===== config.mk =====
export PLATFORM = sky130hd
export DESIGN_NAME = esh_top
export DESIGN_NICKNAME = d
export VERILOG_FILES = /design/src/rtl/esh_pkg.sv /design/src/rtl/esh_top.sv
export SDC_FILE = /design/constraint.sdc
export NUM_CORES = 1
export LEC_CHECK = 0
export BUFFER_PORTS_ARGS = -buffer_cell sky130_fd_sc_hd__buf_2
export CORE_MARGIN = 2
export CORE_UTILIZATION = 35
export DETAILED_ROUTE_END_ITERATION = 7
export PLACE_DENSITY = 0.5
export SETUP_SLACK_MARGIN = 0.2
export SYNTH_ARGS = -nofsm -noshare
export SYNTH_HDL_FRONTEND = slang
export SYNTH_SLANG_ARGS = --single-unit

===== constraint.sdc =====
create_clock -name clock_i -period 9.9 [get_ports clock_i]
set_input_delay 0.495 -clock clock_i [delete_from_list [all_inputs] [get_ports clock_i]]
set_output_delay 0.495 -clock clock_i [all_outputs]
set_load 0.01 [all_outputs]

===== src/rtl/esh_pkg.sv =====
package esh_pkg;
  localparam int NAXES = 4;
  localparam logic [7:0] ADR_MODE = 8'h00;
  localparam logic [7:0] ADR_ARG = 8'h04;
  localparam logic [7:0] ADR_CMD = 8'h08;
  localparam logic [7:0] ADR_STAT = 8'h0c;
  localparam int MODE_AM_LSB = 0;
  localparam int MODE_AXIS_LSB = 4;
  localparam int STAT_BUSY = 0;
  localparam int STAT_ERR = 1;
  localparam int STAT_ECHO = 2;
  localparam int STAT_QUSE_LSB = 4;
  localparam logic [1:0] QUSE_OFS = 2'h2;
  localparam logic [15:0] TBL_MAX = 16'h0008;
  localparam logic [15:0] ENTRY_MAX = 16'h0019;
  localparam logic signed [15:0] OFS_MAX = 16'sh7f80;
  localparam logic signed [15:0] OFS_MIN = 16'sh8080;
  localparam logic signed [15:0] OFS_RST = 16'sh0000;
  // Fields {ignore, level}: home, index, phase B, phase A
  localparam logic [7:0] HOME_PAT_RST = 8'h11;
  localparam logic [7:0] CH_LF = 8'h0a;
  localparam logic [7:0] CH_CR = 8'h0d;
  localparam logic [7:0] CH_0 = 8'h30;
  localparam logic [7:0] CH_1 = 8'h31;
  localparam logic [7:0] CH_X = 8'h58;
  localparam logic [7:0] CH_E = 8'h45;
  localparam logic [7:0] CH_D = 8'h44;
  localparam logic [7:0] CH_S = 8'h53;
  localparam logic [7:0] CH_N = 8'h4e;
  localparam logic [7:0] CH_P = 8'h50;
  localparam logic [7:0] CH_H = 8'h48;
  localparam logic [7:0] CH_MINUS = 8'h2d;
  localparam logic [7:0] CH_LA = 8'h61;
  localparam logic [7:0] CH_LD = 8'h64;
  localparam logic [7:0] CH_LE = 8'h65;
  localparam logic [7:0] CH_LH = 8'h68;
  localparam logic [7:0] CH_LR = 8'h72;
  localparam logic [7:0] CH_LZ = 8'h7a;
  typedef enum logic [3:0] {OP_RAMP_ENTRY_Q, OP_RAMP_SIZE_Q, OP_OFS_SET, OP_OFS_Q, OP_ENC_STATUS, OP_ECHO_OFF,
                            OP_ECHO_ON, OP_HOME_SET, OP_HOME_Q, OP_SW_HIGH, OP_SW_LOW} esh_op_e;
  typedef enum logic [1:0] {AM_SINGLE, AM_MULTI, AM_COORD} esh_amode_e;
  typedef struct packed {logic home_sw; logic index; logic phb; logic pha;} esh_enc_s;
  typedef struct packed {logic [15:0] arg1; logic [15:0] arg0;} esh_arg_s;
endpackage : esh_pkg


===== src/rtl/esh_top.sv =====
// Contract
// - Ramp entry query: table 1 to 8, entry 1 to 25, returns that entry.
// - Entry beyond the table's breakpoints answers with a lone line feed.
// - Ramp size query, table 1 to 8, returns segment count then line feed.
// - Entry query immediate in single and multi; size query single only.
// - Offset set stores signed value, accepted from -32640 to +32640.
// - Offset defaults to zero after power up.
// - Offset set single-axis only, uses 2 queue entries, else rejected.
// - Offset query replies lower-case prefix, number, line feed.
// - Encoder status frame is 12 chars, LF CR CR at both ends.
// - Slip flag latched, cleared when its status frame is produced.
// - Encoder status immediate in single and multi, rejected in coordinated.
// - Echo disable stops echo; echo is off after every reset.
// - Home pattern carries home switch, index, phase B, phase A states.
// - Pattern value 1 true high, 0 true low, X ignored.
// - Home event only when all non-ignored signals match together.
// - Home switch defaults active low; active high also selectable.
// - Home pattern set single-axis only, on selected axis, else rejected.
// - Switch polarity selection stays effective in encoder homing.
// - Home pattern query returns prefix plus four pattern characters.
// - Default pattern: index high, A high, B low, switch low.
// - Echo enable echoes commands and sends readable error text.
//
// Implementation choices: register access over Wishbone and the address map.
`timescale 1ns/10ps
module esh_top (
  input wire logic clock_i,
  input wire logic arst_n_i,
  input wire logic wb_cyc_i,
  input wire logic wb_stb_i,
  input wire logic wb_we_i,
  input wire logic [7:0] wb_adr_i,
  input wire logic [3:0] wb_sel_i,
  input wire logic [31:0] wb_dat_i,
  output logic [31:0] wb_dat_o,
  output logic wb_ack_o,
  input wire esh_pkg::esh_enc_s [esh_pkg::NAXES-1:0] enc_i,
  input wire logic [esh_pkg::NAXES-1:0] slip_event_i,
  input wire logic [esh_pkg::NAXES-1:0] slip_en_i,
  input wire logic [esh_pkg::NAXES-1:0] maint_en_i,
  input wire logic [esh_pkg::NAXES-1:0] in_deadband_i,
  output logic [2:0] ramp_tbl_o,
  output logic [4:0] ramp_idx_o,
  input wire logic [4:0] ramp_count_i,
  input wire logic [15:0] ramp_entry_i,
  output logic [7:0] tx_data_o,
  output logic tx_valid_o,
  input wire logic tx_ready_i,
  output logic [esh_pkg::NAXES-1:0] home_event_o,
  output logic [esh_pkg::NAXES-1:0][15:0] ofs_o,
  output logic echo_on_o,
  output logic queue_push_o,
  output logic [1:0] queue_cnt_o
);
  typedef enum {S_IDLE, S_ECHO, S_LOOK, S_LOAD, S_PRE, S_NUM, S_TAIL, S_NEXT} esh_state_e;

  function automatic logic op_ok(input logic [3:0] op, input logic [1:0] am);
    logic s;
    logic m;
    s = (am == esh_pkg::AM_SINGLE);
    m = (am == esh_pkg::AM_MULTI);
    case (op)
      esh_pkg::OP_RAMP_ENTRY_Q, esh_pkg::OP_ENC_STATUS, esh_pkg::OP_ECHO_OFF, esh_pkg::OP_ECHO_ON,
      esh_pkg::OP_HOME_Q: op_ok = s | m;
      esh_pkg::OP_RAMP_SIZE_Q, esh_pkg::OP_OFS_SET, esh_pkg::OP_OFS_Q, esh_pkg::OP_HOME_SET,
      esh_pkg::OP_SW_HIGH, esh_pkg::OP_SW_LOW: op_ok = s;
      default: op_ok = 1'b0;
    endcase
  endfunction : op_ok

  function automatic logic home_match(input logic [7:0] pat, input logic [3:0] sig);
    home_match = 1'b1;
    for (int k = 0; k < 4; k++) begin
      if (!pat[2*k+1] && (sig[k] != pat[2*k])) begin
        home_match = 1'b0;
      end
    end
  endfunction : home_match

  function automatic logic [7:0] pat_ch(input logic [1:0] f);
    pat_ch = f[1] ? esh_pkg::CH_X : (f[0] ? esh_pkg::CH_1 : esh_pkg::CH_0);
  endfunction : pat_ch

  function automatic logic [15:0] pow10(input logic [2:0] i);
    case (i)
      3'h0: pow10 = 16'h2710;
      3'h1: pow10 = 16'h03e8;
      3'h2: pow10 = 16'h0064;
      3'h3: pow10 = 16'h000a;
      default: pow10 = 16'h0001;
    endcase
  endfunction : pow10

  logic rst_q1_reg;
  logic rst_n;
  always_ff @(posedge clock_i or negedge arst_n_i) begin
    if (!arst_n_i) begin
      rst_q1_reg <= 1'b0;
      rst_n <= 1'b0;
    end else begin
      rst_q1_reg <= 1'b1;
      rst_n <= rst_q1_reg;
    end
  end

  esh_state_e state_reg;
  logic [1:0] am_reg;
  logic [1:0] axis_sel_reg;
  logic [31:0] arg_reg;
  logic [3:0] op_reg;
  logic bad_reg;
  logic err_reg;
  logic echo_reg;
  logic [1:0] quse_reg;
  logic qpush_reg;
  logic multi_reg;
  logic [1:0] axis_reg;
  logic [7:0] echo_ch_reg;
  logic [2:0] tbl_reg;
  logic [4:0] idx_reg;
  logic [11:0][7:0] buf_reg;
  logic [3:0] ptr_reg;
  logic [3:0] len_reg;
  logic num_en_reg;
  logic tail_reg;
  logic [15:0] mag_reg;
  logic [2:0] dig_idx_reg;
  logic [3:0] dig_reg;
  logic started_reg;
  logic tx_valid_reg;
  logic [7:0] tx_data_reg;
  logic ack_reg;
  logic [31:0] rd_reg;
  logic [7:0] pat_reg [esh_pkg::NAXES];
  logic signed [15:0] ofs_reg [esh_pkg::NAXES];
  logic [esh_pkg::NAXES-1:0] slip_lat_reg;
  logic [esh_pkg::NAXES-1:0] match_d_reg;

  // Bus decode
  wire logic wb_hit = wb_cyc_i & wb_stb_i & ~ack_reg;
  wire logic wr_hit = wb_hit & wb_we_i;
  wire logic cmd_go = wr_hit & (wb_adr_i == esh_pkg::ADR_CMD) & wb_sel_i[0];
  wire logic idle = (state_reg == S_IDLE);
  wire logic acc = idle & cmd_go;
  wire logic [3:0] new_op = wb_dat_i[3:0];
  wire esh_pkg::esh_arg_s arg_s = arg_reg;
  wire logic signed [15:0] arg0_sgn = arg_s.arg0;
  wire logic tbl_ok = (arg_s.arg0 >= 16'h0001) & (arg_s.arg0 <= esh_pkg::TBL_MAX);
  wire logic ent_ok = (arg_s.arg1 >= 16'h0001) & (arg_s.arg1 <= esh_pkg::ENTRY_MAX);
  wire logic ofs_in = (arg0_sgn >= esh_pkg::OFS_MIN) & (arg0_sgn <= esh_pkg::OFS_MAX);
  wire logic rng_ok = (new_op == esh_pkg::OP_RAMP_ENTRY_Q) ? (tbl_ok & ent_ok) :
                      (new_op == esh_pkg::OP_RAMP_SIZE_Q) ? tbl_ok :
                      (new_op == esh_pkg::OP_OFS_SET) ? ofs_in : 1'b1;
  wire logic new_bad = ~op_ok(new_op, am_reg) | ~rng_ok;
  wire logic good = acc & ~new_bad;
  wire logic has_reply = (new_op == esh_pkg::OP_RAMP_ENTRY_Q) | (new_op == esh_pkg::OP_RAMP_SIZE_Q) |
                         (new_op == esh_pkg::OP_OFS_Q) | (new_op == esh_pkg::OP_ENC_STATUS) |
                         (new_op == esh_pkg::OP_HOME_Q);
  wire logic go_reply = new_bad ? echo_reg : has_reply;
  wire logic [7:0] echo_ch = (new_op < 4'ha) ? 8'(esh_pkg::CH_0 + new_op) : 8'(esh_pkg::CH_LA + new_op - 4'ha);

  // Encoder home detection and status per axis
  logic [esh_pkg::NAXES-1:0] match_w;
  genvar gi;
  generate
    for (gi = 0; gi < esh_pkg::NAXES; gi++) begin : g_axis
      assign match_w[gi] = home_match(pat_reg[gi], enc_i[gi]);
      assign ofs_o[gi] = ofs_reg[gi];
      always_ff @(posedge clock_i or negedge rst_n) begin
        if (!rst_n) begin
          slip_lat_reg[gi] <= 1'b0;
          match_d_reg[gi] <= 1'b0;
        end else begin
          // Fresh slip wins over the clear
          slip_lat_reg[gi] <= slip_event_i[gi] |
            (slip_lat_reg[gi] & ~((state_reg == S_LOAD) & ~bad_reg & (op_reg == esh_pkg::OP_ENC_STATUS) &
            (axis_reg == gi)));
          match_d_reg[gi] <= match_w[gi];
        end
      end
    end
  endgenerate
  assign home_event_o = match_w & ~match_d_reg;

  // Reply buffer contents for the axis in hand
  wire logic [1:0] ax = axis_reg;
  wire logic [7:0] pat = pat_reg[ax];
  wire logic signed [15:0] ofs_cur = ofs_reg[ax];
  wire logic ofs_neg = ofs_cur[15];
  wire logic [15:0] ofs_mag = ofs_neg ? 16'(-ofs_cur) : ofs_cur;
  wire logic [11:0][7:0] ea_buf = {esh_pkg::CH_CR, esh_pkg::CH_CR, esh_pkg::CH_LF, esh_pkg::CH_N,
    match_w[ax] ? esh_pkg::CH_H : esh_pkg::CH_N, in_deadband_i[ax] ? esh_pkg::CH_P : esh_pkg::CH_N,
    slip_lat_reg[ax] ? esh_pkg::CH_S : esh_pkg::CH_N, maint_en_i[ax] ? esh_pkg::CH_E : esh_pkg::CH_D,
    slip_en_i[ax] ? esh_pkg::CH_E : esh_pkg::CH_D, esh_pkg::CH_CR, esh_pkg::CH_CR, esh_pkg::CH_LF};
  wire logic [11:0][7:0] eh_buf = {48'h0, pat_ch(pat[1:0]), pat_ch(pat[3:2]), pat_ch(pat[5:4]),
    pat_ch(pat[7:6]), esh_pkg::CH_LH, esh_pkg::CH_LE};
  wire logic [11:0][7:0] dz_buf = {72'h0, esh_pkg::CH_MINUS, esh_pkg::CH_LZ, esh_pkg::CH_LD};
  wire logic [11:0][7:0] err_buf = {72'h0, esh_pkg::CH_LR, esh_pkg::CH_LR, esh_pkg::CH_LE};
  wire logic beyond = {11'h0, idx_reg} > {11'h0, ramp_count_i};

  // Character output path
  wire logic can_push = ~tx_valid_reg | tx_ready_i;
  wire logic [15:0] pow = pow10(dig_idx_reg);
  wire logic dig_done = mag_reg < pow;
  wire logic emit = dig_done & ((dig_reg != 4'h0) | started_reg | (dig_idx_reg == 3'h4));
  wire logic pre_more = ptr_reg != len_reg;
  wire logic push = can_push & (((state_reg == S_ECHO) | (state_reg == S_TAIL)) |
                    ((state_reg == S_PRE) & pre_more) | ((state_reg == S_NUM) & emit));
  wire logic [7:0] push_ch = (state_reg == S_ECHO) ? echo_ch_reg :
                             (state_reg == S_TAIL) ? esh_pkg::CH_LF :
                             (state_reg == S_PRE) ? buf_reg[ptr_reg] : 8'(esh_pkg::CH_0 + dig_reg);

  always_ff @(posedge clock_i or negedge rst_n) begin
    if (!rst_n) begin
      tx_valid_reg <= 1'b0;
      tx_data_reg <= 8'h00;
    end else if (push) begin
      tx_valid_reg <= 1'b1;
      tx_data_reg <= push_ch;
    end else if (tx_ready_i) begin
      tx_valid_reg <= 1'b0;
    end
  end
  assign tx_valid_o = tx_valid_reg;
  assign tx_data_o = tx_data_reg;

  // Register writes and settings
  always_ff @(posedge clock_i or negedge rst_n) begin
    if (!rst_n) begin
      am_reg <= esh_pkg::AM_SINGLE;
      axis_sel_reg <= 2'h0;
      arg_reg <= 32'h0;
      err_reg <= 1'b0;
      echo_reg <= 1'b0;
      quse_reg <= 2'h0;
      qpush_reg <= 1'b0;
      for (int i = 0; i < esh_pkg::NAXES; i++) begin
        pat_reg[i] <= esh_pkg::HOME_PAT_RST;
        ofs_reg[i] <= esh_pkg::OFS_RST;
      end
    end else begin
      qpush_reg <= good & (new_op == esh_pkg::OP_OFS_SET);
      if (wr_hit & (wb_adr_i == esh_pkg::ADR_MODE) & wb_sel_i[0]) begin
        am_reg <= wb_dat_i[esh_pkg::MODE_AM_LSB+:2];
        axis_sel_reg <= wb_dat_i[esh_pkg::MODE_AXIS_LSB+:2];
      end
      for (int b = 0; b < 4; b++) begin
        if (wr_hit & (wb_adr_i == esh_pkg::ADR_ARG) & wb_sel_i[b]) begin
          arg_reg[8*b+:8] <= wb_dat_i[8*b+:8];
        end
      end
      // Rejection sets the error flag; it beats a software clear
      if (acc & new_bad) begin
        err_reg <= 1'b1;
      end else if (wr_hit & (wb_adr_i == esh_pkg::ADR_STAT) & wb_sel_i[0] & wb_dat_i[esh_pkg::STAT_ERR]) begin
        err_reg <= 1'b0;
      end
      if (good) begin
        quse_reg <= (new_op == esh_pkg::OP_OFS_SET) ? esh_pkg::QUSE_OFS : 2'h0;
        case (new_op)
          esh_pkg::OP_OFS_SET: ofs_reg[axis_sel_reg] <= arg0_sgn;
          esh_pkg::OP_ECHO_OFF: echo_reg <= 1'b0;
          esh_pkg::OP_ECHO_ON: echo_reg <= 1'b1;
          esh_pkg::OP_HOME_SET: pat_reg[axis_sel_reg] <= arg_s.arg0[7:0];
          esh_pkg::OP_SW_HIGH: pat_reg[axis_sel_reg][7:6] <= 2'h1;
          esh_pkg::OP_SW_LOW: pat_reg[axis_sel_reg][7:6] <= 2'h0;
          default: ;
        endcase
      end
    end
  end
  assign echo_on_o = echo_reg;
  assign queue_push_o = qpush_reg;
  assign queue_cnt_o = quse_reg;

  // Reply sequencer
  always_ff @(posedge clock_i or negedge rst_n) begin
    if (!rst_n) begin
      state_reg <= S_IDLE;
      op_reg <= 4'h0;
      bad_reg <= 1'b0;
      multi_reg <= 1'b0;
      axis_reg <= 2'h0;
      echo_ch_reg <= 8'h00;
      tbl_reg <= 3'h0;
      idx_reg <= 5'h0;
      buf_reg <= '0;
      ptr_reg <= 4'h0;
      len_reg <= 4'h0;
      num_en_reg <= 1'b0;
      tail_reg <= 1'b0;
      mag_reg <= 16'h0;
      dig_idx_reg <= 3'h0;
      dig_reg <= 4'h0;
      started_reg <= 1'b0;
    end else begin
      case (state_reg)
        S_IDLE: if (acc) begin
          op_reg <= new_op;
          bad_reg <= new_bad;
          multi_reg <= (am_reg == esh_pkg::AM_MULTI) & (new_op == esh_pkg::OP_ENC_STATUS);
          axis_reg <= (am_reg == esh_pkg::AM_MULTI) & (new_op == esh_pkg::OP_ENC_STATUS) ? 2'h0 : axis_sel_reg;
          echo_ch_reg <= echo_ch;
          tbl_reg <= 3'(arg_s.arg0 - 16'h0001);
          idx_reg <= arg_s.arg1[4:0];
          state_reg <= echo_reg ? S_ECHO : (go_reply ? S_LOOK : S_IDLE);
        end
        S_ECHO: if (can_push) begin
          state_reg <= (bad_reg ? echo_reg : (op_reg == esh_pkg::OP_RAMP_ENTRY_Q) |
            (op_reg == esh_pkg::OP_RAMP_SIZE_Q) | (op_reg == esh_pkg::OP_OFS_Q) |
            (op_reg == esh_pkg::OP_ENC_STATUS) | (op_reg == esh_pkg::OP_HOME_Q)) ? S_LOOK : S_IDLE;
        end
        S_LOOK: state_reg <= S_LOAD;
        S_LOAD: begin
          ptr_reg <= 4'h0;
          dig_idx_reg <= 3'h0;
          dig_reg <= 4'h0;
          started_reg <= 1'b0;
          num_en_reg <= 1'b0;
          tail_reg <= 1'b1;
          len_reg <= 4'h0;
          state_reg <= S_PRE;
          if (bad_reg) begin
            buf_reg <= err_buf;
            len_reg <= 4'h3;
          end else begin
            case (op_reg)
              esh_pkg::OP_RAMP_ENTRY_Q: begin
                num_en_reg <= ~beyond;
                mag_reg <= ramp_entry_i;
              end
              esh_pkg::OP_RAMP_SIZE_Q: begin
                num_en_reg <= 1'b1;
                mag_reg <= {11'h0, ramp_count_i};
              end
              esh_pkg::OP_OFS_Q: begin
                buf_reg <= dz_buf;
                len_reg <= ofs_neg ? 4'h3 : 4'h2;
                num_en_reg <= 1'b1;
                mag_reg <= ofs_mag;
              end
              esh_pkg::OP_HOME_Q: begin
                buf_reg <= eh_buf;
                len_reg <= 4'h6;
              end
              default: begin
                buf_reg <= ea_buf;
                len_reg <= 4'hc;
                tail_reg <= 1'b0;
              end
            endcase
          end
        end
        S_PRE: if (!pre_more) begin
          state_reg <= num_en_reg ? S_NUM : (tail_reg ? S_TAIL : S_NEXT);
        end else if (can_push) begin
          ptr_reg <= ptr_reg + 4'h1;
        end
        S_NUM: if (!dig_done) begin
          mag_reg <= mag_reg - pow;
          dig_reg <= dig_reg + 4'h1;
        end else if (!emit || can_push) begin
          started_reg <= started_reg | emit;
          dig_idx_reg <= dig_idx_reg + 3'h1;
          dig_reg <= 4'h0;
          if (dig_idx_reg == 3'h4) begin
            state_reg <= S_TAIL;
          end
        end
        S_TAIL: if (can_push) begin
          state_reg <= S_NEXT;
        end
        S_NEXT: if (multi_reg && axis_reg != 2'(esh_pkg::NAXES - 1)) begin
          axis_reg <= axis_reg + 2'h1;
          state_reg <= S_LOAD;
        end else begin
          state_reg <= S_IDLE;
        end
        default: state_reg <= S_IDLE;
      endcase
    end
  end
  assign ramp_tbl_o = tbl_reg;
  assign ramp_idx_o = idx_reg;

  // Bus answer: one wait state, unmapped reads zero
  wire logic [31:0] rd_mux = (wb_adr_i == esh_pkg::ADR_MODE) ? {26'h0, axis_sel_reg, 2'h0, am_reg} :
                             (wb_adr_i == esh_pkg::ADR_ARG) ? arg_reg :
                             (wb_adr_i == esh_pkg::ADR_CMD) ? {28'h0, op_reg} :
                             (wb_adr_i == esh_pkg::ADR_STAT) ? {26'h0, quse_reg, 1'b0, echo_reg, err_reg, ~idle} :
                             32'h0;
  always_ff @(posedge clock_i or negedge rst_n) begin
    if (!rst_n) begin
      ack_reg <= 1'b0;
      rd_reg <= 32'h0;
    end else begin
      ack_reg <= wb_hit;
      rd_reg <= wb_hit ? rd_mux : 32'h0;
    end
  end
  assign wb_ack_o = ack_reg;
  assign wb_dat_o = rd_reg;

  a_tx_hold: assert property (@(posedge clock_i) disable iff (!rst_n)
    tx_valid_o && !tx_ready_i |=> tx_valid_o && $stable(tx_data_o)) else $error("tx char dropped");
  a_multi_size_rej: assert property (@(posedge clock_i) disable iff (!rst_n)
    acc && new_op == esh_pkg::OP_RAMP_SIZE_Q && am_reg == esh_pkg::AM_MULTI |=> err_reg) else $error("size in multi");
  a_coord_ea_rej: assert property (@(posedge clock_i) disable iff (!rst_n)
    acc && new_op == esh_pkg::OP_ENC_STATUS && am_reg == esh_pkg::AM_COORD |=> err_reg && bad_reg)
    else $error("status in coord");
  a_ofs_queue: assert property (@(posedge clock_i) disable iff (!rst_n)
    good && new_op == esh_pkg::OP_OFS_SET |=> queue_push_o && queue_cnt_o == 2'h2) else $error("queue use");
  a_ofs_reject: assert property (@(posedge clock_i) disable iff (!rst_n)
    acc && new_op == esh_pkg::OP_OFS_SET && !ofs_in |=> $stable(ofs_o)) else $error("offset out of range stored");
  a_entry_lf_only: assert property (@(posedge clock_i) disable iff (!rst_n)
    state_reg == S_LOAD && !bad_reg && op_reg == esh_pkg::OP_RAMP_ENTRY_Q && beyond
    |=> !num_en_reg && len_reg == 4'h0 && tail_reg) else $error("entry beyond not bare lf");
  a_size_count: assert property (@(posedge clock_i) disable iff (!rst_n)
    state_reg == S_LOAD && !bad_reg && op_reg == esh_pkg::OP_RAMP_SIZE_Q
    |=> num_en_reg && mag_reg == {11'h0, $past(ramp_count_i)}) else $error("size value");
  a_ea_frame: assert property (@(posedge clock_i) disable iff (!rst_n)
    state_reg == S_LOAD && !bad_reg && op_reg == esh_pkg::OP_ENC_STATUS
    |=> len_reg == 4'hc && buf_reg[0] == esh_pkg::CH_LF && buf_reg[11] == esh_pkg::CH_CR && buf_reg[8] == esh_pkg::CH_N)
    else $error("status frame shape");
  a_slip_clear: assert property (@(posedge clock_i) disable iff (!rst_n)
    state_reg == S_LOAD && !bad_reg && op_reg == esh_pkg::OP_ENC_STATUS && axis_reg == 2'h0 && !slip_event_i[0]
    |=> !slip_lat_reg[0]) else $error("slip not cleared");
  a_echo_off: assert property (@(posedge clock_i) disable iff (!rst_n)
    good && new_op == esh_pkg::OP_ECHO_OFF |=> !echo_on_o ##1 !echo_on_o) else $error("echo still on");
endmodule : esh_top


==> results of run 1 <==
-- power groups by stage --
stage               clock network, mW  logic [mW]  registers [mW]
floorplan                           0       0.598            1.27
global placement                    0       0.829            1.29
detailed placement                  0       0.833            1.29
CTS                              1.24       0.840            1.28
global route                     1.29       0.929            1.28
finish                           1.21       0.833            1.27
-- kinds of logic after synthesis --
kind of cell / synth area share [%]
and+or+nand+nor: 12.4
DFF: 48.1
AOI/OAI and AO/OA: 11.6
muxes: 18.2
buffers and inverters: 3.36
xor gates and xnor gates: 2.80
adders and majority gates: 3.45
other: 0.0522
-- routing by layer --
metal | up-vias | part of all wire, % | global-route usage [%]
met5 | - | 0.029 | 0
met4 | 2 | 2.8 | 5.83
met3 | 60 | 5.3 | 4.36
met2 | 232 | 48 | 34.1
met1 | 5548 | 44 | 28.2
li1 | 5065 | - | -
-- worst min-delay path by stage --
stage,to,slack [ps]
floorplan,rst_n,200
global placement,rst_q1_reg,280
detailed placement,rst_q1_reg,280
CTS,arg_reg[19],130
global route,arg_reg[20],140
finish,arg_reg[19],160
-- cell usage after synthesis, types with 4 or more instances --
| library cell | number |
|---|---|
| a211oi_1 | 11 |
| a21o_1 | 11 |
| a21oi_1 | 55 |
| a221oi_1 | 7 |
| a22o_1 | 7 |
| a22oi_1 | 5 |
| a311oi_1 | 4 |
| a31oi_1 | 11 |
| and2_1 | 31 |
| and3_1 | 4 |
| buf_1 | 4 |
| buf_2 | 8 |
| clkbuf_1 | 49 |
| dfrtp_1 | 268 |
| dfstp_2 | 8 |
| ha_1 | 38 |
| inv_1 | 38 |
| mux2_1 | 38 |
| mux2_2 | 107 |
| mux2i_1 | 15 |
| mux4_1 | 10 |
| mux4_2 | 25 |
| nand2_1 | 102 |
| nand2b_1 | 8 |
| nand3_1 | 27 |
| nand3_2 | 4 |
| nand4_1 | 8 |
| nor2_1 | 89 |
| nor2b_1 | 15 |
| nor3_1 | 27 |
| nor4_1 | 8 |
| nor4b_1 | 4 |
| o211ai_1 | 4 |
| o21a_1 | 6 |
| o21ai_0 | 71 |
| o22ai_1 | 19 |
| o31ai_1 | 12 |
| or2_2 | 4 |
| or3_1 | 8 |
| or4_1 | 4 |
| xnor2_1 | 39 |
| xor2_1 | 7 |
-- metrics by stage --
stage / instance area [µm²] / hold slack (ps) / worst slack, ps
final: 17000 / 156 / 6090
after global routing: 17000 / 139 / 5770
after CTS: 17000 / 134 / 6070
after detailed placement: 16000 / 282 / 6100
after global placement: 16000 / 280 / 6270
after floorplan: 14400 / 199 / 1650
-- repair_timing --
| action | CTS | global route |
|---|---|---|
| setup buffers | 0 | 0 |
| hold buffers | 1 | 0 |
| hold endpoints to repair | 2 | 0 |
-- critical path: cells and delay by family (launching register included) --
family          cells  cell delay (ps)
simple gates        1              160
mux                 1              400
compound gates      6             2110
fa+ha+maj           2              540
flops               1              400
buf+inv             1               90
-- cell type report --
| cell class | instances | area, µm² | area share, % |
|---|---|---|---|
| Inverter | 39 | 146 | 0.859 |
| Tap cell | 532 | 666 | 3.91 |
| Timing Repair Buffer | 238 | 1250 | 7.32 |
| Multi-Input combinational cell | 901 | 6990 | 41.0 |
| Clock buffer | 45 | 868 | 5.10 |
| Sequential cell | 276 | 6920 | 40.6 |
| Clock inverter | 13 | 199 | 1.17 |
==> impl_results.md, run 1 <==
* P_sw at about 1.1 mW
* Vias in the first global route at around 11000
* Worst-path clk slew at 60 ps
* Endpoints failing setup at 0
* Largest net degree at the start of global routing at around 170
* Setup TNS at 0 ps
* Synthesis warning total at 0
* Clock Tree Buf Depth at 3
* Worst Tran Pin Value at approximately 1100 ps
* Post-route clock period utilization at between 30% and 40%
* Diodes inserted at 0
* Antenna violations before repair at 1
* Outcome: finished clean
* Syn avg cell area at between 10 and 15 µm²
* Max VDD drop at around 0.00013 V
* Internal at between 2 and 2.5 mW
* Worst Setup End Kind: flip-flop
* Tot GR Track Use at around a fifth
* Initial Utilization at around 35%
* # DRC at 0
* Worst hold stages at 2
* Clk Latency, worst-skew pair at 570 ps
* Hold_sp: wb_dat_i[19]
* Total CTS buffers at 31
* Mapped cell area at ~14000 µm²
* Final Core Density at a little over two fifths
* Global route total overflow at 0
* Critical Path Source Type: flip-flop
* CTS tree: built
* PortBufs at 222
* Post-route ant nets at 0
* R2r worst-path depth at 11
* Post-synthesis cell type count at 87
* Routed len/inst at about 22 µm
* Largest stage delay, worst path at 700 ps
* Core area at between 40000 and 50000 µm²
* RePlAce Congestion at roughly 0.84
* Worst-path fanout max at 7
* Switch share at about a third
* Max reg flops at 64
* CTS root buf: clkbuf_16
* I/O pin count at roughly 230
* Synthesized flop and latch total at 276
* CP max-delay cell: a2111oi_0
* CP endpoint: state_reg[0]
* Worst-path cell chain: inv_1 -> ha_1 -> o21ai_0 -> ha_1 -> o21a_1 -> o21ai_0 -> nor3_1 -> o31ai_2 -> a21oi_1 -> a2111oi_0 -> mux2_2
* Clk sinks at approximately 280
* # fillers at 3929
* Rows at 74
* Fmax at between 200 and 300 MHz
* Via-to-Cell Ratio at 5.34
* Die Ht at a little over 200 µm
* Combinational Power Share at between 20 and 30%
* Leading area contributor after synthesis: dfrtp_1
* DRT Pass-1 Iters at 5
* Commonest non-fill, non-tap cell in the layout: dfrtp_1
* Power, Total at 3.32 mW
* Data required, critical path at ~10000 ps
* Post-synthesis sequential area ratio at between 40% and 50%
* FFs w/ async S/R, synth at 100%
* Reg-to-Reg End: state_reg[0]
* Worst r2r src: dig_idx_reg[0]
* Sequential share of power at 38.4%
* DP Cell Count at between 1500 and 2000
* Hpwl dp at 33100 µm
* Nets at 1629
* Vias at approximately 11000
* Die Area at between 40000 and 50000 µm²
* Fin. max-slew vios at 0
* Non-Filler Instances at about 2000
* Most frequent cells in the layout: dfrtp_1 (266), buf_2 (222), mux2_2 (107)
* R2R setup slack at approximately 6100 ps
* Leak at between 8 and 9 nW
* Post-CTS Resized at 0
* Ys flop type: dfrtp_1
* PwrDens at roughly 190 nW/µm²
* Setup Skew at approximately 24 ps
* Yosys top cell area share at between 40 and 50%
* Htree depth at 1
* Cell count after synthesis at ~1300
* Area growth syn-to-layout at 18.5%
* Final hold vios at 0
* Share of post-route cells with drive strength above 1 at between 30% and 40%
* Power share of the clock group at a little over a third
* RSZ-0062 raised after global routing: no
* CP arrival at between 4000 and 5000 ps
* Worst rel slew slack at between 20 and 25%
* Synth top area cells: dfrtp_1 (47%), mux2_2 (8.4%), mux4_2 (3.9%)
* WS Path Type: reg -> reg
* Max Cap Viol at 0
* Post-synth EDFFs at 0
* Wirelength, routed at ~44000 µm
* Crit path time final at about 3800 ps
* Initial DRC Count at 557
* First-pass GRT wire length at roughly 68000 µm
* Critical path origin: dig_idx_reg[0]
* Die span in x at approximately 210 µm
* Worst Hold Class: in -> reg
No activity file was read; power rests on OpenSTA's default activity.
==> run 2: changes to the inputs <==
- PLACE_DENSITY: 0.5 -> 0.52
- clock period: 9.9 -> 3.4 ns (I/O delays scaled with it)
==> run 2 against run 1 <==
Compared with the run above: via count is 3.3% higher; flip-flop and latch count did not move; global-route usage rose by 0.39 points; clock skew grew 6.2 ps; cell area up 4.9%; die area is the same; first-iteration DRC count up 3.2%; combinational power grew to 3.3 times the previous value.
==> impl_results.md, run 2 (synthesis gave the netlist of run 1 again) <==
* Worst Tran Pin Value at 737 ps (was 1120 ps)
* Nets at 1709 (was 1629)
* Worst-path clk slew at 60 ps (about the same)
* Htree depth at 2 (was 1)
* Fmax at 331 MHz (was 262 MHz)
* Die span in x at 207 µm (unchanged)
* Endpoints failing setup at 0 (unchanged)
* Vias in the first global route at 11600 (was 11000)
* Clk Latency, worst-skew pair at 540 ps (was 570 ps)
* Most frequent cells in the layout: dfrtp_1 (266), buf_2 (222), mux2_2 (107) (unchanged)
* Worst rel slew slack at 50.9% (was 24.9%)
* R2R setup slack at 370 ps (was 6090 ps)
* Max VDD drop at 0.000367 V (was 0.000128 V)
* PwrDens at 562 nW/µm² (was 195 nW/µm²)
* # fillers at 3913 (was 3929)
* Max Cap Viol at 0 (unchanged)
* Global route total overflow at 0 (unchanged)
* PortBufs at 222 (unchanged)
* CTS root buf: clkbuf_16 (unchanged)
* DRT Pass-1 Iters at 5 (unchanged)
* Data required, critical path at 3810 ps (was 10360 ps)
* Initial Utilization at 35.4% (unchanged)
* Setup Skew at 29.8 ps (was 23.6 ps)
* Commonest non-fill, non-tap cell in the layout: dfrtp_1 (unchanged)
* Total CTS buffers at 34 (was 31)
* Initial DRC Count at 575 (was 557)
* Via-to-Cell Ratio at 5.30 (was 5.34)
* Clock Tree Buf Depth at 3 (unchanged)
* Setup TNS at 0 ps (unchanged)
* Fin. max-slew vios at 0 (unchanged)
* Hpwl dp at 33800 µm (was 33100 µm)
* Area growth syn-to-layout at 24.3% (was 18.5%)
* RePlAce Congestion at 0.855 (was 0.837)
* Core area at 40600 µm² (unchanged)
* Wirelength, routed at 44800 µm (was 44300 µm)
* Die Area at 42700 µm² (unchanged)
* Rows at 74 (unchanged)
* Post-route clock period utilization at 89.0% (was 38.5%)
* Vias at 11300 (was 10900)
* Outcome: finished clean (unchanged)
* Final hold vios at 0 (unchanged)
* Max reg flops at 64 (unchanged)
* Clk sinks at 276 (unchanged)
* Worst-path fanout max at 15 (was 7)
* Crit path time final at 3030 ps (was 3810 ps)
* Post-route ant nets at 0 (unchanged)
* Power, Total at 10.0 mW (was 3.32 mW)
* Tot GR Track Use at 21.3% (was 20.9%)
* # DRC at 0 (unchanged)
* Critical Path Source Type: flip-flop (unchanged)
* Worst Hold Class: in -> reg (unchanged)
* Final Core Density at 44.0% (was 41.9%)
* CTS tree: built (unchanged)
* Die Ht at 207 µm (unchanged)
* CP arrival at 3430 ps (was 4270 ps)
* First-pass GRT wire length at 69300 µm (was 68200 µm)
* I/O pin count at 225 (unchanged)
* RSZ-0062 raised after global routing: yes (was no)
* Largest net degree at the start of global routing at 80 (was 165)
* Routed len/inst at 21.1 µm (was 21.7 µm)
* WS Path Type: reg -> reg (unchanged)
* Leak at 8.69 nW (was 8.28 nW)
* Share of post-route cells with drive strength above 1 at 31.6% (was 30.0%)
* Antenna violations before repair at 2 (was 1)
* Worst Setup End Kind: flip-flop (unchanged)
-- run 2: cell count changes in the layout (fill, tap and decap cells not counted), moves of 3 or more --
cell | previous run | this run
buf_12 | 1 | 8
buf_4 | 14 | 47
clkbuf_16 | 31 | 35
clkbuf_8 | 4 | 1
dlygate4sd3_1 | 1 | 38
o21ai_0 | 70 | 67
-- run 2: cell type report --
cell class              count  area, µm²  area share, %
multi-input cells         901       7020           39.3
flip-flops and latches    276       6920           38.7
repair buffers            315       2000           11.2
clock buffers              48        935           5.23
well taps                 532        666           3.72
clock inverters            14        176          0.987
inverters                  39        146          0.819
diodes                      1       2.50         0.0140
-- run 2: path summary, 6_finish.rpt --
kind,cells past startpoint,endpoint,from
max,9,pat_reg[10],arg_reg[14]
min,3,echo_ch_reg[3],wb_dat_i[1]
max in group asynchronous,1,echo_ch_reg[5],rst_n
min in group asynchronous,0,pat_reg[29],rst_n
min reg2reg,0,rst_n,rst_q1_reg
max reg2reg,9,pat_reg[10],arg_reg[14]
-- run 2: routing by layer --
metal  global-route usage [%]  part of all wire, %
met1                     27.7                   43
met2                     34.7                   47
met5                        0                0.029
met4                     7.70                  3.5
met3                     5.13                  5.9
-- run 2: power by group --
part           switching [mW]  internal [mW]
clock network            1.46           2.17
registers               0.211           3.47
logic                    1.56           1.18
total                    3.23           6.81
-- run 2: critical path, stage by stage (launching register included) --
cell,delay (ps)
dfrtp_1,510
or4_1,560
nor2_1,110
buf_4,150
a31oi_1,80
o21a_1,250
nor3_2,210
buf_4,250
nand3_1,360
mux2_2,400
-- run 2: per-stage QoR --
step / hold slack (ps) / instances / instance area (µm²) / setup slack, ps
finish: 37.7 / 2126 / 17900 / 375
global route: 37.2 / 2125 / 17900 / 190
CTS: 10.2 / 2123 / 17800 / 212
detailed placement: -40.7 / 2023 / 16300 / 66.2
global placement: -42.2 / 2023 / 16300 / 159
floorplan: -126 / 1286 / 14400 / 211
-- run 2: repair_timing --
item	4_1_cts	5_1_grt
hold buffers	38	0
hold endpoints to repair	39	0
buffers inserted	0	2
resized for setup	4	7
setup endpoints to repair	5	24
gates cloned	0	0
pin swaps	0	6
